===== src/cdac_map.svh =====
// Register map constants for the current DAC update control block
`ifndef CDAC_MAP_SVH
`define CDAC_MAP_SVH
`define CDAC_CTRL_ADDR      8'hb1
`define CDAC_DATA_ADDR      8'hb2
`define CDAC_CTRL_RESET     8'h70
`define CDAC_CTRL_WMASK     8'hfb
`define CDAC_EN_BIT         7
`define CDAC_SRC_HI         6
`define CDAC_SRC_LO         4
`define CDAC_CSC_BIT        3
`define CDAC_RANGE_HI       1
`define CDAC_RANGE_LO       0
`endif


===== src/cdac_pkg.sv =====
// Types shared by the current DAC update control block
package cdac_pkg;
  // Update source codes
  typedef enum logic [2:0] {
    CDAC_SRC_T0   = 3'h0,
    CDAC_SRC_T1   = 3'h1,
    CDAC_SRC_T2   = 3'h2,
    CDAC_SRC_T3   = 3'h3,
    CDAC_SRC_RISE = 3'h4,
    CDAC_SRC_FALL = 3'h5,
    CDAC_SRC_ANY  = 3'h6,
    CDAC_SRC_WR   = 3'h7
  } cdac_src_type;

  // Edge detector state
  typedef struct packed {
    logic syncA;
    logic syncB;
    logic prev;
    logic rise;
    logic fall;
  } cdac_edge_type;

  // Main block state
  typedef struct packed {
    logic [7:0] ctrl;
    logic [7:0] hold;
    logic [7:0] out;
    logic       upd;
    logic [7:0] rdata;
  } cdac_state_type;
endpackage : cdac_pkg


===== src/cdac_edge_detect.sv =====
// Synchroniser and edge detector for the conversion-start pin
`timescale 1ns/100ps
module cdac_edge_detect
  import cdac_pkg::*;
(
  input  wire logic mclk,
  input  wire logic rst_n,
  input  wire logic pinIn,
  output logic      risePulse,
  output logic      fallPulse
);
  cdac_edge_type st_reg;   // Current state
  cdac_edge_type st_next;  // Next state

  // Next state: second stage takes stage one; edges look only at stage two
  always_comb begin
    st_next       = st_reg;
    st_next.syncA = pinIn;
    st_next.syncB = st_reg.syncA;
    st_next.prev  = st_reg.syncB;
    st_next.rise  = st_reg.syncB & ~st_reg.prev;
    st_next.fall  = ~st_reg.syncB & st_reg.prev;
  end

  // State register
  always_ff @(posedge mclk or negedge rst_n) begin
    if (!rst_n) begin
      st_reg <= '0;
    end else begin
      st_reg <= st_next;
    end
  end

  assign risePulse = st_reg.rise;
  assign fallPulse = st_reg.fall;
endmodule // cdac_edge_detect


===== src/current_dac_update_control.sv =====
// Control register and update logic of the second current DAC channel
`timescale 1ns/100ps
`include "cdac_map.svh"

module current_dac_update_control
  import cdac_pkg::*;
(
  input  wire logic       mclk,
  input  wire logic       rst_n,
  input  wire logic [7:0] regAddr,
  input  wire logic [7:0] regWdata,
  input  wire logic       regWrite,
  input  wire logic       regRead,
  output logic      [7:0] regRdata,
  input  wire logic [3:0] timerOverflow,
  input  wire logic       externalConversionStart,
  output logic            currentDac1Enable,
  output logic            currentDac1ConstantSupply,
  output logic      [1:0] currentDac1RangeSelect,
  output logic      [7:0] currentDac1OutputWord,
  output logic            currentDac1Update
);

  //****************************************************************
  // Declarations
  //****************************************************************
  cdac_state_type st_reg;     // Current state
  cdac_state_type st_next;    // Next state
  logic           startRise;  // Rising edge of start pin
  logic           startFall;  // Falling edge of start pin
  logic           ctrlWr;     // Control register write
  logic           dataWr;     // Data register write
  logic           evt;        // Selected update event
  // The edge pulses are already in the clock domain; timer strobes come
  // from logic on the same clock and need no synchroniser.

  // Address match shared by write and read decode
  function automatic logic hit(input logic [7:0] a, input logic [7:0] r);
    hit = (a == r);
  endfunction

  //****************************************************************
  // Start pin synchroniser
  //****************************************************************
  // The start pin is asynchronous; two flops settle it before any edge
  // is taken, which costs a fixed latency of four clocks to the output.
  cdac_edge_detect u_edge (
    .mclk      (mclk),
    .rst_n     (rst_n),
    .pinIn     (externalConversionStart),
    .risePulse (startRise),
    .fallPulse (startFall)
  );

  //****************************************************************
  // Next state
  //****************************************************************
  // Decode writes, pick the update event, move the latches, fill the
  // read data. A data write in the same cycle as an event sends the new
  // word, so software never sees a stale word go out after its write.
  always_comb begin
    st_next = st_reg;
    ctrlWr  = regWrite & hit(regAddr, `CDAC_CTRL_ADDR);
    dataWr  = regWrite & hit(regAddr, `CDAC_DATA_ADDR);
    case (cdac_src_type'(st_reg.ctrl[`CDAC_SRC_HI:`CDAC_SRC_LO]))
      CDAC_SRC_T0:   evt = timerOverflow[0];
      CDAC_SRC_T1:   evt = timerOverflow[1];
      CDAC_SRC_T2:   evt = timerOverflow[2];
      CDAC_SRC_T3:   evt = timerOverflow[3];
      CDAC_SRC_RISE: evt = startRise;
      CDAC_SRC_FALL: evt = startFall;
      CDAC_SRC_ANY:  evt = startRise | startFall;
      CDAC_SRC_WR:   evt = 1'b0;
      default:       evt = 1'b0;
    endcase
    if (ctrlWr) begin
      st_next.ctrl = regWdata & `CDAC_CTRL_WMASK;
    end
    if (dataWr) begin
      st_next.hold = regWdata;
    end
    st_next.upd = 1'b0;
    if (st_reg.ctrl[`CDAC_SRC_HI:`CDAC_SRC_LO] == 3'h7) begin
      if (dataWr) begin
        st_next.out = regWdata;
        st_next.upd = 1'b1;
      end
    end else if (evt) begin
      st_next.out = dataWr ? regWdata : st_reg.hold;
      st_next.upd = 1'b1;
    end
    // Read mux, unmapped address reads zero
    if (regRead && hit(regAddr, `CDAC_CTRL_ADDR)) begin
      st_next.rdata = st_reg.ctrl & `CDAC_CTRL_WMASK;
    end else if (regRead && hit(regAddr, `CDAC_DATA_ADDR)) begin
      st_next.rdata = st_reg.hold;
    end else begin
      st_next.rdata = 8'h00;
    end
  end

  //****************************************************************
  // State register
  //****************************************************************
  // Reset leaves the channel off in write-update mode with a zero word
  always_ff @(posedge mclk or negedge rst_n) begin
    if (!rst_n) begin
      st_reg.ctrl  <= `CDAC_CTRL_RESET;
      st_reg.hold  <= 8'h00;
      st_reg.out   <= 8'h00;
      st_reg.upd   <= 1'b0;
      st_reg.rdata <= 8'h00;
    end else begin
      st_reg <= st_next;
    end
  end

  //****************************************************************
  // Outputs
  //****************************************************************
  // Every output is a register field; nothing combinational after flops
  // channel enable, constant supply and range select
  assign currentDac1Enable         = st_reg.ctrl[`CDAC_EN_BIT];
  assign currentDac1ConstantSupply = st_reg.ctrl[`CDAC_CSC_BIT];
  assign currentDac1RangeSelect    =
    st_reg.ctrl[`CDAC_RANGE_HI:`CDAC_RANGE_LO];
  // output latch, its load pulse and the read data
  assign currentDac1OutputWord     = st_reg.out;
  assign currentDac1Update         = st_reg.upd;
  assign regRdata                  = st_reg.rdata;
endmodule // current_dac_update_control


===== config.mk =====
export PLATFORM = sky130hd
export DESIGN_NAME = current_dac_update_control
export DESIGN_NICKNAME = d
export VERILOG_FILES = /design/src/cdac_pkg.sv /design/src/cdac_edge_detect.sv /design/src/current_dac_update_control.sv
export VERILOG_INCLUDE_DIRS = /design/src
export SDC_FILE = /design/constraint.sdc
export NUM_CORES = 1
export LEC_CHECK = 0
export BUFFER_PORTS_ARGS = -buffer_cell sky130_fd_sc_hd__buf_4
export CAP_MARGIN = 20
export CORE_ASPECT_RATIO = 1.1
export CORE_MARGIN = 2
export CORE_UTILIZATION = 55
export DETAILED_ROUTE_END_ITERATION = 6
export GPL_ROUTABILITY_DRIVEN = 0
export PLACE_DENSITY = 0.81
export SYNTH_ARGS = -nofsm -noshare
export SYNTH_HDL_FRONTEND = slang
export SYNTH_SLANG_ARGS = --single-unit

===== constraint.sdc =====
create_clock -name mclk -period 3.45 [get_ports mclk]
set_input_delay 0.1725 -clock mclk [delete_from_list [all_inputs] [get_ports mclk]]
set_output_delay 0.1725 -clock mclk [all_outputs]
set_load 0.01 [all_outputs]

==> Yosys cells after proc, flatten, opt, wreduce, memory -nomap -nowiden <==
Cells that the tools add are included.
{ "classes": {"n_eq_ne": 10, "muxes": 7, "bitwise": 7, "n_reduce_logical": 5} }
{ "op_table": {"columns": ["operator", "n"], "rows": [
  ["9-bit two-way mux", 3],
  ["8-bit two-way mux", 3],
  ["8-bit == test, second input constant", 2],
  ["3-bit == test, second input constant", 4],
  ["1-bit one-hot mux with 8 select lines", 1],
  ["3-bit by 2-bit == test with 1-bit output, second input constant", 2],
  ["1-bit AND", 4],
  ["3-bit by 1-bit == test with 1-bit output, second input constant", 1],
  ["3-bit logical NOT", 1],
  ["1-bit logical AND", 2],
  ["2-bit inequality test, second input constant", 1],
  ["1-bit inverter", 2],
  ["2-bit AND reduction", 1],
  ["2-bit nonzero test", 1],
  ["1-bit OR", 1]
]} }
{ "word_totals": {"ff_bits": 37, "inputBits": 25, "output_inout_bits": 21, "wordCells": 39} }

==> Depth between registers and ports, before layout <==
{ "logic_depth": {"word_depth": 5, "mapped_depth": 8} }

==> Modules after synthesis <==
A second synthesis with hierarchy kept.
{ "unflattened": {"hier_cells": 141, "hier_area_um2": 1685.4} }
{ "by_module_without_submodules": {"columns": ["module", "n_inst", "cells_each", "area_per_inst_um2", "seq_area_each_um2"], "rows": [
  ["current_dac_update_control", 1, 134, 1545.2, 804.5],
  ["cdac_edge_detect", 1, 7, 140.1, 125.1]
]} }

==> Worst setup path before layout <==
No wires, ideal clock.
{ "synth_timing": {"kind": "register to register", "startpoint": "register st_reg[29] (netlist bit)", "endpoint": "register st_reg (netlist bit currentDac1OutputWord[4])", "setup_ns": 0.123, "arrival_time_ns": 1.918, "required_time_ns": 3.327, "setup_slack_ns": 1.409, "path_stages_with_launch": 8, "path_buffers": 2, "synth_period_minus_slack_ns": 2.041, "cell_sequence": "dfstp_2 > buf_4 > o21ai_1 > and3b_1 > or4_4 > buf_4 > o21a_1 > o221a_2"} }
{ "synth_between": {"elab_chain_cells": 4, "elab_cells_between_ends": 13, "classes_between": "eq/ne: 8; mux: 2; reduce/logical: 3"} }
{ "synth_lines": {"columns": ["element", "line_no", "rtl"], "rows": [
  ["from (decl)", "current_dac_update_control.sv:27", "cdac_state_type st_reg;"],
  ["from (signal assigned)", "current_dac_update_control.sv:114", "st_reg <= st_next;"],
  ["3-bit == test (tied with other cells)", "current_dac_update_control.sv:65, current_dac_update_control.sv:83", null],
  ["1-bit one-hot mux with 8 select lines", "current_dac_update_control.sv:65", "case (cdac_src_type'(st_reg.ctrl[`CDAC_SRC_HI:`CDAC_SRC_LO]))"],
  ["2-bit nonzero test (no line)", null, null],
  ["2-bit AND reduction (no line)", null, null]
]} }
Parallel ways exist; a longest one is shown, timed or not.
A chain may end at the register's enable or synchronous reset.

==> Worst setup path after layout <==
{ "layout_timing": {"startpoint": "register st_reg[29] (netlist bit)", "endpoint": "register st_reg (netlist bit currentDac1OutputWord[1])"} }
The elaborated chain is that of the path after synthesis.

==> results.toml <==
[outcome]
status = "complete, no violations"

[timing]
rsz0062_at_grt = "no"
fmax_mhz = 473.9
hold_violations = 0
setup_tns_ns = 0
min_period_over_period_pct = 61.16
worst-slew-pin-transition_ns = 0.5216
setup_viol = 0
drv_slew = 0
slew_headroom_pct = 65.23
hold_ws_ns = 0.04405
finClkSkew_ns = 0.01688
min_period_ns = 2.110

[power]
powerDensity_nw_per_um2 = 475.3
ir_worst_vdd_uv = 445.3
leakagePower_nw = 1.023

[grt]
grt_overflow = 0
grt_pass1_vias = 1208
grt_pass1_wl_um = 5485
grt_max_degree = 38
grt_use_total_pct = 21.71
antenna_found_initial = 0

[cts]
cts_setup_buffers = 0
cts_tree = "built"
clock_path_buffers = 2
numCtsBuffers = 5
cts_root_buffer = "clkbuf_4"
path_clk_slew_ns = 0.12
clkSinkCount = 37
h-tree-depth = 2
clk_latency_ns = 0.35

[worst_hold_path]
min_path_cells = 3
min_path_type = "input pin to flip-flop"

[yosys]
synth-edff-count = 0
synthCells = 145
async_reset_ff_share_pct = 100.0
syn_avg_cell_area_sq_um = 11.44
syn_area_sq_um = 1659
ys_warn_count = 0
synthDistinctLibCells = 31
yosys_most_used_dff = "dfrtp_1"
synth_seq_area_share_pct = 56.03
ys_ff_latch = 37
syn-num-nets = 170

[layout]
fillerInstances = 218
antenna_cells = 0
nets = 198
area_delta_synth_final_pct = 19.38
fin_util_pct = 70.04
layout-drive-gt1-share_pct = 38.51
largest_reg_flops = 11

[setup_path]
crit_required_ns = 3.69
ff2ff_path_depth = 5
endpoint_kind = "flip-flop"
critPathKind = "flip-flop to flip-flop"
worstPathArrival_ns = 2.35
crit_path_start_kind = "flip-flop"
cp_max_fo = 12

[die]
die_y_um = 61.61
initial_core_util_pct = 58.67
core_sq_um = 2828
dieArea_sq_um = 3472
die_w_um = 56.37
io_pins = 46
rows = 20

[route]
via_per_inst = 5.744
antenna_violating_nets_post_route = 0
drt_wl_total_um = 3387
wl_per_cell_um = 16.36
drt_iter0_drc = 25
dr.pass1.iters = 4
drc = 0
vias = 1189

[placed_design]
place_hpwl_um = 2418
portBuffers = 45

[run]
cap_violations = 0
-- critical path: stages (launching register included) --
cell     delay (ns)
dfstp_2        0.62
o21ai_1        0.07
and3b_1        0.16
or4_4          0.60
and2_4         0.20
a221o_1        0.35
-- area by class of cell --
type / instances / area (sq um) / share of cell area, %
clock buffers: 5 / 37.54 / 1.895
clock inverters: 3 / 65.06 / 3.285
inverters: 2 / 7.507 / 0.3790
multi-input cells: 80 / 541.8 / 27.35
flip-flops and latches: 37 / 929.6 / 46.94
well taps: 33 / 41.29 / 2.085
repair buffers: 47 / 357.8 / 18.07
-- worst paths after layout --
path / startpoint / endpoint / slack (ns)
max: st_reg[29] / currentDac1OutputWord[1] / 1.34
min: regWdata[4] / st_reg[21] / 0.04
max reg2reg: st_reg[29] / currentDac1OutputWord[1] / 1.34
min reg2reg: u_edge.st_next[3] / u_edge.st_next[2] / 0.36
max in group asynchronous: rst_n / st_reg[30] / 2.78
min in group asynchronous: rst_n / regRdata[6] / 0.30
-- layout by cell type, fill, tap and decap left out, types with 2 or more instances in the layout --
| cell type | instances |
|---|---|
| a221o_1 | 5 |
| a22o_1 | 7 |
| and3_1 | 5 |
| buf_4 | 45 |
| bufinv_16 | 2 |
| clkbuf_4 | 5 |
| dfrtp_1 | 34 |
| dfstp_2 | 3 |
| dlygate4sd3_1 | 2 |
| inv_1 | 2 |
| mux2_2 | 7 |
| nand2_1 | 24 |
| nand3_1 | 2 |
| nor2b_1 | 6 |
| nor3b_1 | 5 |
| o21ai_1 | 2 |
| o221a_2 | 2 |
| or3_1 | 2 |
-- metrics by stage --
step           cells  setup WS [ns]  instance area [sq um]  power [mW]
6_report         207          1.340                   1981      0.9415
3_5_place_dp     197          1.355                   1858      0.5789
5_1_grt          207          1.266                   1981      0.9781
4_1_cts          207          1.346                   1981      0.9490
3_3_place_gp     197          1.438                   1858      0.5732
2_1_floorplan    145          1.409                   1659      0.5354
-- kinds of logic after synthesis --
kind of cell    Yosys count  share of synthesized area, %
compound gates           21                         10.86
buf+inv                  28                         11.31
flops                    37                         56.03
mux                       7                         4.751
simple gates             52                         17.04
-- cell usage after synthesis, types with 2 or more instances --
cell,n,area share (%)
clkbuf_1,4,0.90
or3_1,2,0.75
nand3_1,2,0.60
inv_1,2,0.45
mux2_2,7,4.8
a22o_1,7,3.7
dfrtp_1,34,51
o221a_2,2,1.4
nand2_1,24,5.4
and3_1,5,1.9
nor3b_1,5,2.3
buf_4,20,9.0
nor2b_1,6,2.3
dfstp_2,3,4.8
a221o_1,5,3.0
o21ai_1,2,0.60
-- report_power, final --
part	leakage, nW	internal, mW	total, mW	switching, mW
clock network	0.0552	0.224	0.369	0.145
registers	0.488	0.456	0.472	0.0162
logic	0.480	0.0553	0.0997	0.0444
-- routing by layer --
layer / up-vias / routed length [um] / part of all wire [%] / global-route usage (%)
li1: 546 / - / - / -
met1: 604 / 1389 / 41 / 26.21
met2: 31 / 1754 / 52 / 35.29
met3: 8 / 180 / 5.3 / 7.353
met4: 0 / 62 / 1.8 / 11.56
met5: - / 0 / 0 / 0
-- what timing repair did --
| action | in CTS | in global routing |
|---|---|---|
| gates resized for setup | 0 | 0 |
| hold buffers | 2 | 0 |
| hold endpoints to repair | 35 | 0 |
Note: power is estimated with default switching activity, not from simulation.
